## src/hw/compact_timer_defs.vh

```
`ifndef COMPACT_TIMER_DEFS_VH
`define COMPACT_TIMER_DEFS_VH

// Register word byte addresses on the APB port.
`define CT_ADDR_CTRL0 12'h000
`define CT_ADDR_CTRL1 12'h004
`define CT_ADDR_CNT_LO 12'h008
`define CT_ADDR_CNT_HI 12'h00c
`define CT_ADDR_CMPA_LO 12'h010
`define CT_ADDR_CMPA_HI 12'h014
`define CT_ADDR_STATUS 12'h018

// Control zero fields.
`define CT_C0_PAUSE 7
`define CT_C0_CKSEL_HI 6
`define CT_C0_CKSEL_LO 4
`define CT_C0_ON 3
`define CT_C0_PER_HI 2
`define CT_C0_PER_LO 0

// Control one fields.
`define CT_C1_MODE_HI 7
`define CT_C1_MODE_LO 6
`define CT_C1_PIN_HI 5
`define CT_C1_PIN_LO 4
`define CT_C1_INIT 3
`define CT_C1_INV 2
`define CT_C1_SWAP 1
`define CT_C1_CLRSEL 0

// Status fields, write one to clear.
`define CT_ST_MATCH_A 0
`define CT_ST_MATCH_P 1

// Mode encodings.
`define CT_MODE_CMP 2'h0
`define CT_MODE_PWM 2'h2
`define CT_MODE_TMR 2'h3

// Compare match pin actions.
`define CT_PIN_NONE 2'h0
`define CT_PIN_LOW 2'h1
`define CT_PIN_HIGH 2'h2
`define CT_PIN_TOGGLE 2'h3

// PWM pin actions.
`define CT_PWM_INACTIVE 2'h0
`define CT_PWM_ACTIVE 2'h1
`define CT_PWM_WAVE 2'h2

// Clock select encodings.
`define CT_CK_DIV4 3'h0
`define CT_CK_DIV1 3'h1
`define CT_CK_DIV16 3'h2
`define CT_CK_DIV64 3'h3

// Reset values and counter maximum.
`define CT_CTRL0_RST 8'h00
`define CT_CTRL1_RST 8'h00
`define CT_CMPA_RST 10'h000
`define CT_CNT_MAX 10'h3ff

`endif

```

## src/hw/compact_timer.v

```verilog
// Summary of operation
// - Count high byte returns bits nine, eight.
// - Compare A ten bits, two bytes, reset zero.
// - Mode 00 compare, 10 PWM, 11 timer.
// - Clear on P match or overflow; both flags, P flag only on match.
// - Clear on A match; P flag never set.
// - Compare A zero overflows, no A flag.
// - Pin changes only on A match.
// - Pin action high, low, toggle, or none.
// - Counter on rising edge loads initial level.
// - Timer mode counts like compare, pin unused.
// - PWM ignores clear select; swap picks period.
// - PWM raises A and P flags on matches.
// - PWM polarity from initial level, action enables.
// - Output invert flips the driven pin level.
// - Swap zero: period P times 128, duty A.
// - Duty at or above period gives full duty.
// - Swap one: period A, duty P times 128.
// - PWM counting continues while pin forced.
// - Period compares with counter top three bits.
// - On rising clears counter; falling holds count.
// - PWM action 00 inactive, 01 active, 10 wave.
`timescale 1ns/1ps
`include "compact_timer_defs.vh"

module compact_timer (
  input wire pclk, // APB clock, 100 MHz
  input wire presetn, // asynchronous reset, active low
  input wire psel, // APB select
  input wire penable, // APB access phase
  input wire pwrite, // APB write
  input wire [11:0] paddr, // APB byte address
  input wire [31:0] pwdata, // APB write data
  output wire [31:0] prdata, // APB read data
  output wire pready, // APB ready
  output wire pslverr, // APB error on unmapped address
  input wire ext_clk_in, // external count clock pin
  output wire timer_out, // timer output pin level
  output wire timer_out_en, // high while the timer owns the pin
  output wire match_a_flag, // sticky comparator A flag
  output wire match_p_flag // sticky comparator P flag
);

  reg [7:0] ctrl0_reg;
  reg [7:0] ctrl1_reg;
  reg [9:0] cmpa_reg;
  reg [9:0] count_reg;
  reg [9:0] count_next;
  reg pin_reg;
  reg pin_next;
  reg flag_a_reg;
  reg flag_p_reg;
  reg on_d_reg;
  reg clear_pend_reg;
  reg clear_pend_next;
  reg [5:0] div_reg;
  reg ext_d_reg;
  reg [31:0] rdata_reg;
  reg [31:0] rdata_next;

  wire [1:0] mode = ctrl1_reg[`CT_C1_MODE_HI:`CT_C1_MODE_LO];
  wire [1:0] pin_sel = ctrl1_reg[`CT_C1_PIN_HI:`CT_C1_PIN_LO];
  wire [2:0] period_val = ctrl0_reg[`CT_C0_PER_HI:`CT_C0_PER_LO];
  wire [2:0] ck_sel = ctrl0_reg[`CT_C0_CKSEL_HI:`CT_C0_CKSEL_LO];
  wire counter_on = ctrl0_reg[`CT_C0_ON];
  wire paused = ctrl0_reg[`CT_C0_PAUSE];
  wire init_level = ctrl1_reg[`CT_C1_INIT];
  wire out_inv = ctrl1_reg[`CT_C1_INV];
  wire swap = ctrl1_reg[`CT_C1_SWAP];
  wire clr_sel = ctrl1_reg[`CT_C1_CLRSEL];
  wire is_pwm = (mode == `CT_MODE_PWM);

  // Slower rates come from one free-running divider; each is a one-cycle enable.
  // The low-speed sources share the divide-by-64 tap since no sub clock exists here.
  function tick_sel;
    input [2:0] sel;
    input [5:0] div;
    input ext_now;
    input ext_prev;
    begin
      case (sel)
        `CT_CK_DIV4: tick_sel = (div[1:0] == 2'h3);
        `CT_CK_DIV1: tick_sel = 1'b1;
        `CT_CK_DIV16: tick_sel = (div[3:0] == 4'hf);
        3'h6: tick_sel = ext_now & ~ext_prev;
        3'h7: tick_sel = ~ext_now & ext_prev;
        default: tick_sel = (div == 6'h3f);
      endcase
    end
  endfunction

  wire apb_wr = psel & penable & pwrite;
  wire on_rise = counter_on & ~on_d_reg;
  wire tick = tick_sel(ck_sel, div_reg, ext_clk_in, ext_d_reg);
  wire run = counter_on & ~paused & tick;

  // Comparator P looks only at the top three counter bits.
  wire match_p = (count_reg[9:7] == period_val);
  wire match_a = (count_reg == cmpa_reg);
  wire at_max = (count_reg == `CT_CNT_MAX);
  // A zero period means the counter wraps at its maximum instead.
  wire p_clear = (period_val == 3'h0) ? at_max : match_p;
  wire a_clear = (cmpa_reg == 10'h000) ? at_max : match_a;
  // Match events fire once per count, on the tick that leaves the value.
  wire ev_a = run & match_a & (cmpa_reg != 10'h000) & ~clear_pend_reg;
  wire ev_p = run & match_p & (period_val != 3'h0) & ~clear_pend_reg;

  wire [9:0] period_cnt = {period_val, 7'h00};
  // In PWM the swap bit picks the clearing comparator.
  wire pwm_clr = swap ? a_clear : p_clear;
  wire clear_now = is_pwm ? pwm_clr : (clr_sel ? a_clear : p_clear);

  // PWM duty: active while the counter is below the duty value.
  reg duty_active;
  always @* begin
    if (swap) begin
      if (period_val == 3'h0)
        duty_active = 1'b1;
      else if ((cmpa_reg != 10'h000) && (period_cnt >= cmpa_reg))
        duty_active = 1'b1;
      else
        duty_active = (count_reg < period_cnt);
    end else begin
      if ((period_val != 3'h0) && (cmpa_reg >= period_cnt))
        duty_active = 1'b1;
      else
        duty_active = (count_reg < cmpa_reg);
    end
  end

  // Counter; a clear takes effect on the next count tick.
  always @* begin
    count_next = count_reg;
    clear_pend_next = clear_pend_reg;
    if (on_rise) begin
      count_next = 10'h000;
      clear_pend_next = 1'b0;
    end else if (run) begin
      if (clear_pend_reg) begin
        count_next = 10'h000;
        clear_pend_next = 1'b0;
      end else begin
        count_next = count_reg + 10'h001;
        clear_pend_next = clear_now & ~at_max;
        if (clear_now & at_max)
          count_next = 10'h000;
      end
    end
  end

  // Pin state for compare mode and PWM; timer mode only loads the initial level when the counter starts.
  always @* begin
    pin_next = pin_reg;
    if (on_rise) begin
      pin_next = init_level;
    end else if (mode == `CT_MODE_CMP && ev_a) begin
      case (pin_sel)
        `CT_PIN_LOW: pin_next = 1'b0;
        `CT_PIN_HIGH: pin_next = 1'b1;
        `CT_PIN_TOGGLE: pin_next = ~pin_reg;
        default: pin_next = pin_reg;
      endcase
    end else if (is_pwm && counter_on) begin
      case (pin_sel)
        `CT_PWM_INACTIVE: pin_next = ~init_level;
        `CT_PWM_ACTIVE: pin_next = init_level;
        `CT_PWM_WAVE: pin_next = duty_active ? init_level : ~init_level;
        default: pin_next = pin_reg;
      endcase
    end
  end

  always @(posedge pclk or negedge presetn) begin
    if (!presetn) begin
      ctrl0_reg <= `CT_CTRL0_RST;
      ctrl1_reg <= `CT_CTRL1_RST;
      cmpa_reg <= `CT_CMPA_RST;
      count_reg <= 10'h000;
      clear_pend_reg <= 1'b0;
      pin_reg <= 1'b0;
      flag_a_reg <= 1'b0;
      flag_p_reg <= 1'b0;
      on_d_reg <= 1'b0;
      div_reg <= 6'h00;
      ext_d_reg <= 1'b0;
      rdata_reg <= 32'h00000000;
    end else begin
      div_reg <= div_reg + 6'h01;
      ext_d_reg <= ext_clk_in;
      on_d_reg <= counter_on;
      count_reg <= count_next;
      clear_pend_reg <= clear_pend_next;
      pin_reg <= pin_next;
      rdata_reg <= rdata_next;
      if (apb_wr) begin
        case (paddr)
          `CT_ADDR_CTRL0: ctrl0_reg <= pwdata[7:0];
          `CT_ADDR_CTRL1: ctrl1_reg <= pwdata[7:0];
          `CT_ADDR_CMPA_LO: cmpa_reg[7:0] <= pwdata[7:0];
          `CT_ADDR_CMPA_HI: cmpa_reg[9:8] <= pwdata[1:0];
          default: ;
        endcase
      end
      // A new match wins over a write-one clear in the same cycle.
      if (ev_a)
        flag_a_reg <= 1'b1;
      else if (apb_wr && paddr == `CT_ADDR_STATUS && pwdata[`CT_ST_MATCH_A])
        flag_a_reg <= 1'b0;
      if (ev_p && (is_pwm || !clr_sel))
        flag_p_reg <= 1'b1;
      else if (apb_wr && paddr == `CT_ADDR_STATUS && pwdata[`CT_ST_MATCH_P])
        flag_p_reg <= 1'b0;
    end
  end

  // Read data is registered in the setup cycle, so the access phase needs no wait.
  always @* begin
    rdata_next = 32'h00000000;
    if (psel & ~penable & ~pwrite) begin
      case (paddr)
        `CT_ADDR_CTRL0: rdata_next = {24'h000000, ctrl0_reg};
        `CT_ADDR_CTRL1: rdata_next = {24'h000000, ctrl1_reg};
        `CT_ADDR_CNT_LO: rdata_next = {24'h000000, count_reg[7:0]};
        `CT_ADDR_CNT_HI: rdata_next = {30'h0, count_reg[9:8]};
        `CT_ADDR_CMPA_LO: rdata_next = {24'h000000, cmpa_reg[7:0]};
        `CT_ADDR_CMPA_HI: rdata_next = {30'h0, cmpa_reg[9:8]};
        `CT_ADDR_STATUS: rdata_next = {30'h0, flag_p_reg, flag_a_reg};
        default: rdata_next = 32'h00000000;
      endcase
    end
  end

  wire mapped = (paddr == `CT_ADDR_CTRL0) || (paddr == `CT_ADDR_CTRL1) ||
                (paddr == `CT_ADDR_CNT_LO) || (paddr == `CT_ADDR_CNT_HI) ||
                (paddr == `CT_ADDR_CMPA_LO) || (paddr == `CT_ADDR_CMPA_HI) ||
                (paddr == `CT_ADDR_STATUS);

  assign pready = 1'b1;
  assign pslverr = psel & penable & ~mapped;
  assign prdata = rdata_reg;
  assign timer_out = pin_reg ^ out_inv;
  assign timer_out_en = (mode != `CT_MODE_TMR) & (mode != 2'h1);
  assign match_a_flag = flag_a_reg;
  assign match_p_flag = flag_p_reg;

endmodule // compact_timer

```

## config.mk

```make
export PLATFORM = sky130hd
export DESIGN_NAME = compact_timer
export DESIGN_NICKNAME = d
export VERILOG_FILES = /design/src/hw/compact_timer.v
export VERILOG_INCLUDE_DIRS = /design/src /design/src/hw
export SDC_FILE = /design/constraint.sdc
export NUM_CORES = 1
export LEC_CHECK = 0
export BUFFER_PORTS_ARGS = -buffer_cell sky130_fd_sc_hd__buf_2
export CAP_MARGIN = 20
export CORE_ASPECT_RATIO = 2
export CORE_MARGIN = 3
export CORE_UTILIZATION = 54
export CTS_CLUSTER_DIAMETER = 30
export DETAILED_ROUTE_END_ITERATION = 10
export PLACE_DENSITY = 0.81
export REMOVE_ABC_BUFFERS = 1
export SYNTH_ARGS = -nofsm -noshare
export SYNTH_HDL_FRONTEND = slang
export SYNTH_SLANG_ARGS = --single-unit
```

## constraint.sdc

```tcl
create_clock -name pclk -period 2.99 [get_ports pclk]
set_input_delay 0.299 -clock pclk [delete_from_list [all_inputs] [get_ports pclk]]
set_output_delay 0.299 -clock pclk [all_outputs]
set_load 0.01 [all_outputs]
```

== Yosys cells after proc, flatten, opt, wreduce, memory -nomap -nowiden ==
Cells that the tools add are included.

* Flip-flop bits (word level): 80
* Bits in latches: 0
* RAM bits: 0
* ROM bits: 0
* Input port bits: 50
* Output and inout bits: 38
* Word-level logic and storage cells: 136
* Memories: 0

* Add/sub/neg operators: 2
* Multipliers: 0
* Divide/modulo/power cells: 0
* $lt $le $gt $ge: 4
* Equal/unequal tests: 23
* Shift-type cells: 0
* Multiplexer cells: 29
* Bitwise logic cells: 31
* Reduce and logical (&&, ||, !) cells: 34

{| class="wikitable"
|+ Operators with widths
! cell !! count
|-
| $pmux 8 s7 || 1
|-
| $mux 10 || 4
|-
| $eq 12x5->1 const B || 3
|-
| $eq 12x4->1 const B || 2
|-
| $ge 10x10->1 || 2
|-
| $lt 10x10->1 || 2
|-
| $mux 1 || 20
|-
| $and 1x1->1 || 19
|-
| $eq 12x3->1 const B || 1
|-
| $logic_not 12->1 || 1
|-
| $not 1->1 || 11
|-
| $add 10x1->10 const B || 1
|-
| $eq 10x10->1 || 1
|-
| $eq 10x10->1 const B || 1
|-
| $logic_not 10->1 || 1
|-
| $reduce_bool 10->1 || 1
|-
| $eq 2x2->1 const B || 4
|-
| $logic_and 1x1->1 || 8
|-
| $mux 8 || 1
|-
| $reduce_and 2->1 || 4
|-
| $logic_or 1x1->1 || 7
|-
| $add 6x1->6 const B || 1
|-
| $eq 3x3->1 const B || 2
|-
| $eq 6x6->1 const B || 1
|-
| other kinds (18) || 24
|}

== Longest topological paths before layout ==
Gate-level depths: netlist of run 1.

* Depth in word-level cells: 10
* Depth in mapped cells: 9
* Depth with buffers taken out: 9

== Worst setup path before layout of run 1 ==
Ideal clock, no wire load.

* Path type: register to register
* Start: register count_reg[9]
* End: register pin_reg
* Setup time: 76 ps
* Arrival: 2145 ps
* Required time: 2914 ps
* Path slack: 768 ps
* Cell stages (with the launch flop): 9
* Path buffers: 0
* Clock period less this slack: 2222 ps
* Cells stage by stage: dfrtp_1 -> ha_1 -> and4_1 -> nand4_1 -> nor4_1 -> a31o_1 -> nand3_1 -> or4_1 -> o21ai_1

* Longest elaborated chain between the ends: 9
* Elaborated cells between the ends (all ways): 20
* Those cells by class: order compare: 2; eq/ne: 2; mux: 9; bitwise: 3; reduce/logical: 4

{| class="wikitable"
|+ RTL lines
! element !! RTL line !! text
|-
| from (decl) || compact_timer.v:47 || <nowiki>reg [9:0] count_reg;</nowiki>
|-
| from (signal assigned) || compact_timer.v:191 || <nowiki>count_reg <= count_next;</nowiki>
|-
| $lt 10x10->1 || compact_timer.v:122 || <nowiki>duty_active = (count_reg < period_cnt);</nowiki>
|-
| $mux 1 || compact_timer.v:119 || <nowiki>else if ((cmpa_reg != 10'h000) && (period_cnt >= cmpa_reg))</nowiki>
|-
| $mux 1 || compact_timer.v:117 || <nowiki>if (period_val == 3'h0)</nowiki>
|-
| $mux 1 || compact_timer.v:116 || <nowiki>if (swap) begin</nowiki>
|-
| $mux 1 || compact_timer.v:167 || <nowiki>`CT_PWM_WAVE: pin_next = duty_active ? init_level : ~init_level;</nowiki>
|-
| $pmux 1 s3 || compact_timer.v:164 || <nowiki>case (pin_sel)</nowiki>
|-
| $mux 1 || compact_timer.v:163 || <nowiki>end else if (is_pwm && counter_on) begin</nowiki>
|-
| $mux 1 || compact_timer.v:156 || <nowiki>end else if (mode == `CT_MODE_CMP && ev_a) begin</nowiki>
|-
| $mux 1 || compact_timer.v:154 || <nowiki>if (on_rise) begin</nowiki>
|-
| to (signal assigned) || compact_timer.v:193 || <nowiki>pin_reg <= pin_next;</nowiki>
|-
| to (decl) || compact_timer.v:49 || <nowiki>reg pin_reg;</nowiki>
|}

Parallel ways exist; a longest one is shown, timed or not. The select of a mux whose other input is x is not followed.
A chain may end at the register's enable or synchronous reset.

== Final worst setup path of run 1 ==
* Start: register cmpa_reg[9]
* End: register pin_reg

* Longest elaborated chain between the ends: 10
* Elaborated cells between the ends (all ways): 24
* Those cells by class: order compare: 3; eq/ne: 2; mux: 9; bitwise: 3; reduce/logical: 7

{| class="wikitable"
|+ RTL lines
! element !! RTL line !! text
|-
| from (decl) || compact_timer.v:46 || <nowiki>reg [9:0] cmpa_reg;</nowiki>
|-
| from (signal assigned) || compact_timer.v:177 || <nowiki>cmpa_reg <= `CT_CMPA_RST;</nowiki>
|-
| from (signal assigned) || compact_timer.v:200 || <nowiki>`CT_ADDR_CMPA_HI: cmpa_reg[9:8] <= pwdata[1:0];</nowiki>
|-
| $ge 10x10->1 or $reduce_bool 10->1 (tied branches) || compact_timer.v:119, compact_timer.v:105 ||
|-
| $logic_and 1x1->1 || compact_timer.v:119 ||
|-
| $mux 1 || compact_timer.v:119 ||
|-
| $mux 1 || compact_timer.v:117 ||
|-
| $mux 1 || compact_timer.v:116 ||
|-
| $mux 1 || compact_timer.v:167 ||
|-
| $pmux 1 s3 || compact_timer.v:164 ||
|-
| $mux 1 || compact_timer.v:163 ||
|-
| $mux 1 || compact_timer.v:156 ||
|-
| $mux 1 || compact_timer.v:154 ||
|}

Parallel ways exist; a longest one is shown, timed or not. The select of a mux whose other input is x is not followed.

==> metrics.cfg, run 1 <==
[power_and_ir_drop]
finalPower_w = 0.00145
peakVddDrop_mv = 0.522
p_leak_nw = 1.93
powerDensity_mw_per_mm2 = 365

[detailed_routing]
final_antenna_net_count = 0
detail_route.vias_per_cell = 5.76
dr.pass1.iters = 6
vias = 2944
wl_um = 8890
drtIter0Drc = 249
drc = 0
drt-wirelength-per-cell_um = 17.4

[synthesis]
synth_edf_count = 0
synth.distinct_cells = 55
postSynth.asyncResetShare = 1.00
yosysSeqAreaShare = 0.389
syn_inst = 384
ys_warn_count = 0
synth_seq_cells = 56
synth_ff_type = dfrtp_1
avgSynthCellArea_um2 = 9.39
syn_area_mm2 = 0.00360

[cells_and_area]
final_cell_mix = 56 x dfrtp_1, 38 x buf_2, 37 x nand2_1
num_antenna_cells = 0
num-nets-final = 496
drive_gt1_frac = 0.202
fill_cells = 570
final_common_cell = dfrtp_1
final_cells = 511
finish.instance_area_mm2 = 0.00397
area_growth_pct = 10.1

[timing]
finalSetupViolations = 0
slew-limit-headroom = 0.567
whs_ps = 12.4
fin_skew_ps = 10.4
fmax_mhz = 374
post-route-period-util = 0.895
worstMarginPinSlew_ps = 650
hold_viol = 0
rsz0062_at_grt = no
setup-tns-final_ps = 0
final_max_slew_viol_count = 0
period_minus_slack_ps = 2680

[grt]
grtUsageMet1 = 0.234
grt_remaining_overflow = 0
antenna_found_initial = 0
grt_use_total = 0.242
grt_max_degree = 29
grt_pass1_vias = 2942
grt_pass1_wl_um = 14300
grt_use_met3 = 0.0378
grt-busiest-layer = met2
use_met2 = 0.463

[clock_network]
clk_pin_slew_worst_paths_ps = 80
clockBufferDepth = 2
cts_hold_buf = 0
root_buffer = clkbuf_16
htree_num_levels = 2
cts_buffers = 5
postCtsSetupBuffers = 0
cts_resized = 0
clkLatencyLatePin_ps = 300
cts_tree = done
cts_sinks = 56

[worst_setup_path]
path_max_fanout = 4
crit_required_ps = 3220
critPathKind = reg -> reg
cp-end-kind = flop
crit-reg2reg-launch = cmpa_reg[9]
cp-startpoint = cmpa_reg[9]
critical_path_arrival_ps = 2910
worstSetupStartpointType = flop

[die]
initial_utilization = 0.562
rows = 41
ios = 88
die-area_mm2 = 0.00775
die_w_um = 63.8
die_h_um = 122
core-area_mm2 = 0.00641

[status]
status = finished clean

[worst_hold_path]
hold_class = in -> async

[place]
dpl_cell_area_mm2 = 0.00382
dp_hpwl_um = 7170
dp.cells = 503
port_buffers = 38
gp_congestion = 0.960

[run]
max_cap_viol_count = 0

-- synthesized netlist by cell type (4+ instances only) --
| master | number | share of area |
|---|---|---|
| nor2_1 | 23 | 0.024 |
| a21oi_1 | 13 | 0.018 |
| a22oi_1 | 7 | 0.015 |
| o21ai_0 | 32 | 0.044 |
| mux2_2 | 21 | 0.066 |
| nand2b_1 | 8 | 0.014 |
| nor3b_1 | 6 | 0.012 |
| nand4_1 | 7 | 0.012 |
| nand2_1 | 37 | 0.039 |
| nor2b_1 | 6 | 0.010 |
| buf_4 | 25 | 0.052 |
| nor4_1 | 4 | 0.0069 |
| ha_1 | 22 | 0.076 |
| inv_1 | 21 | 0.022 |
| nand3_1 | 14 | 0.019 |
| dfrtp_1 | 56 | 0.39 |
| and3_1 | 10 | 0.017 |
| clkbuf_1 | 5 | 0.0052 |
| mux2i_1 | 11 | 0.031 |
| nor3_1 | 11 | 0.015 |
-- layer usage --
metal  part of all wire  up-vias
li1                   -     1396
met1               0.34     1414
met2               0.56      105
met3              0.044       29
met4              0.058        0
met5                  0        -
-- worst paths after layout --
check | depth (start not counted) | endpoint | slack (ps)
min in group pclk | 1 | ext_d_reg | 120
hold reg to reg | 1 | div_reg[5] | 480
setup / recovery | 9 | pin_reg | 310
hold / removal | 1 | count_reg[9] | 10
setup reg to reg | 9 | pin_reg | 310
max in group asynchronous | 2 | ctrl0_reg[4] | 2220
-- power by group --
part	leakage (nW)	switching [W]	total, W	internal, W
sequential	0.740	0.00000193	0.000760	0.000758
combinational	1.11	0.0000582	0.0000824	0.0000241
clock	0.0719	0.000288	0.000606	0.000318
total	1.93	0.000348	0.00145	0.00110
-- worst max-delay path: stages (launching register included) --
cell	delay, ps
dfrtp_1	420
inv_1	100
ha_1	330
and4_1	260
nand4_1	200
nor4_1	340
a31o_1	200
nand3_1	120
or4_1	510
o21ai_1	120
-- logic make-up after synthesis --
kind of cell / count (synthesis) / share of synthesized area
mux: 34 / 0.109
flops: 56 / 0.389
simple gates: 143 / 0.217
compound gates: 66 / 0.110
fa+ha+maj: 22 / 0.0764
other cells: 2 / 0.00208
xor+xnor: 5 / 0.0122
buf+inv: 56 / 0.0857
-- cell type report --
class                   count  area, um^2  share of cell area
clock buffers               5         125              0.0315
clock inverters             3        27.5             0.00693
multi-input cells         295        1990               0.500
flip-flops and latches     56        1400               0.353
inverters                  21        78.8              0.0199
repair buffers             45         243              0.0611
well taps                  86         108              0.0271
-- stage by stage --
stage / worst slack, ps / utilization
floorplan: 474 / -
global placement: 411 / 0.595
detailed placement: 391 / 0.595
CTS: 363 / 0.619
global route: 101 / 0.619
finish: 315 / 0.619
No activity file was read; power rests on OpenSTA's default activity.
==> run 2: changes to the inputs <==
- CORE_UTILIZATION: 54 -> 56
- CTS_BUF_LIST: not set -> sky130_fd_sc_hd__clkbuf_8
- HOLD_SLACK_MARGIN: not set -> 0.03
- PLACE_DENSITY: 0.81 -> 0.83
- RECOVER_POWER: not set -> 25
==> run 2 against run 1 <==
Net effect:
- clock power down 27%
- final cell count unchanged
- sequential power about the same
- critical path type unchanged
- critical endpoint unchanged
- highest routed layer unchanged
==> metrics.cfg, run 2 (synthesis gave the netlist of run 1 again) <==
[clock_network]
cts_resized = 0  ; unchanged
clockBufferDepth = 2  ; unchanged
root_buffer = clkbuf_8  ; was clkbuf_16
clk_pin_slew_worst_paths_ps = 110  ; was 80 ps
cts_tree = done  ; unchanged
cts_buffers = 5  ; unchanged
cts_sinks = 56  ; unchanged
htree_num_levels = 2  ; unchanged
clkLatencyLatePin_ps = 330  ; was 300 ps

[grt]
grt_pass1_wl_um = 15400  ; was 14300 um
grt_max_degree = 26  ; was 29
grt_use_total = 0.270  ; was 0.242
antenna_found_initial = 0  ; unchanged
grt_remaining_overflow = 0  ; unchanged
grt_pass1_vias = 3048  ; was 2942

[worst_hold_path]
hold_class = in -> reg  ; was in -> async

[power_and_ir_drop]
peakVddDrop_mv = 0.337  ; was 0.522 mV
pwr-share-seq = 0.593  ; was 0.525
pwr-share-clk = 0.343  ; was 0.418
p_int_w = 0.000956  ; was 0.00110 W
power_switching_w = 0.000328  ; was 0.000348 W
sw_frac_of_total = 0.255  ; was 0.240
combPwrFrac = 0.064  ; was 0.057
powerDensity_mw_per_mm2 = 327  ; was 365 mW/mm^2
p_leak_nw = 1.90  ; was 1.93 nW

[cells_and_area]
final_cells = 511  ; unchanged
seq_area_mm2 = 0.00140  ; unchanged
final_common_cell = dfrtp_1  ; unchanged
num-nets-final = 498  ; was 496
area_growth_pct = 8.92  ; was 10.1%
multiInputGateArea_mm2 = 0.00199  ; unchanged
final_cell_mix = 56 x dfrtp_1, 37 x nand2_1, 36 x buf_2  ; was 56 x dfrtp_1, 38 x buf_2, 37 x nand2_1
num_antenna_cells = 0  ; unchanged
fill_cells = 556  ; was 570
drive_gt1_frac = 0.199  ; was 0.202
finish.instance_area_mm2 = 0.00393  ; was 0.00397 mm^2

[die]
rows = 40  ; was 41
initial_utilization = 0.590  ; was 0.562
die-area_mm2 = 0.00749  ; was 0.00775 mm^2
ios = 88  ; unchanged
die_w_um = 62.7  ; was 63.8 um
die_h_um = 119  ; was 122 um
core-area_mm2 = 0.00611  ; was 0.00641 mm^2

[place]
dp.cells = 502  ; was 503
dpl_cell_area_mm2 = 0.00382  ; about the same
dp_hpwl_um = 7450  ; was 7170 um
gp_congestion = 0.976  ; was 0.960
port_buffers = 38  ; unchanged
dpl_worst_slack_ps = 446  ; was 391 ps

[worst_setup_path]
critPathSlowestCell = or4_1  ; unchanged
path_cells = inv_1, ha_1, and4_1, nand4_1, nor4_1, a31o_1, nand3_1, or4_1, o21ai_1  ; unchanged
crit_required_ps = 3250  ; was 3220 ps
critPathKind = reg -> reg  ; unchanged
cp_num_buf_inv = 1  ; unchanged
worstSetupStartpointType = flop  ; unchanged
path_max_fanout = 4  ; unchanged
crit_family = simple AND/OR/NAND/NOR gates  ; unchanged
slowest_delay_ps = 520  ; was 510 ps
critical_path_arrival_ps = 2880  ; was 2910 ps
cp-end-kind = flop  ; unchanged

[detailed_routing]
dr.pass1.iters = 7  ; was 6
drt-wirelength-per-cell_um = 18.1  ; was 17.4 um
vias = 3019  ; was 2944
final_antenna_net_count = 0  ; unchanged
drtIter0Drc = 199  ; was 249
wl_um = 9270  ; was 8890 um
drc = 0  ; unchanged
detail_route.vias_per_cell = 5.91  ; was 5.76

[run]
max_cap_viol_count = 0  ; unchanged

[status]
status = finished clean  ; unchanged

[timing]
whs_ps = 102  ; was 12.4 ps
final_max_slew_viol_count = 0  ; unchanged
rsz0062_at_grt = no  ; unchanged
post-route-period-util = 0.877  ; was 0.895
slew-limit-headroom = 0.0551  ; was 0.567
hold_viol = 0  ; unchanged
fin_skew_ps = 8.28  ; was 10.4 ps
setup-tns-final_ps = 0  ; unchanged
period_minus_slack_ps = 2620  ; was 2680 ps
finalWorstSetupSlack_ps = 368  ; was 315 ps
worstMarginPinSlew_ps = 1420  ; was 650 ps
fmax_mhz = 381  ; was 374 MHz
finalSetupViolations = 0  ; unchanged

run 2: through the flow:
stage	util	total power [W]
after global placement	0.626	0.000855
after CTS	0.643	0.00129
final	0.643	0.00128
after global routing	0.643	0.00133
after floorplan	-	0.000804
after detailed placement	0.626	0.000857
run 2: worst paths after layout:
path                             startpoint            to  slack, ps  depth (start not counted)
worst min register to register   div_reg[3]    div_reg[3]        490                          1
worst min-delay path             ext_clk_in     ext_d_reg        100                          1
max in group asynchronous           presetn   cmpa_reg[3]       1220                          3
worst max-delay path            cmpa_reg[9]       pin_reg        370                          9
min in group asynchronous           presetn  count_reg[9]        820                          2
worst max register to register  cmpa_reg[9]       pin_reg        370                          9
run 2: cell type report:
type / count / share of cell area
Inverter: 21 / 0.0201
Timing Repair Buffer: 47 / 0.0656
Multi-Input combinational cell: 295 / 0.506
Clock buffer: 5 / 0.0175
Sequential cell: 56 / 0.357
Tap cell: 84 / 0.0268
Clock inverter: 3 / 0.00701
run 2: per-layer routing:
layer	GRT usage	up-vias	share of wire
met5	0	-	0
met4	0.188	0	0.064
met3	0.0566	43	0.049
met2	0.483	122	0.54
met1	0.274	1454	0.34
li1	-	1400	-
run 2: power by group through the flow:
stage	logic (W)	registers (W)	clock network (W)
floorplan	0.0000296	0.000775	0
global placement	0.0000796	0.000775	0
detailed placement	0.0000818	0.000775	0
CTS	0.0000828	0.000760	0.000450
global route	0.0000911	0.000761	0.000483
finish	0.0000825	0.000760	0.000440
run 2: what timing repair did:
item	4_1_cts	5_1_grt
hold endpoints to repair	23	0
buffers inserted	0	0
hold buffers	1	0
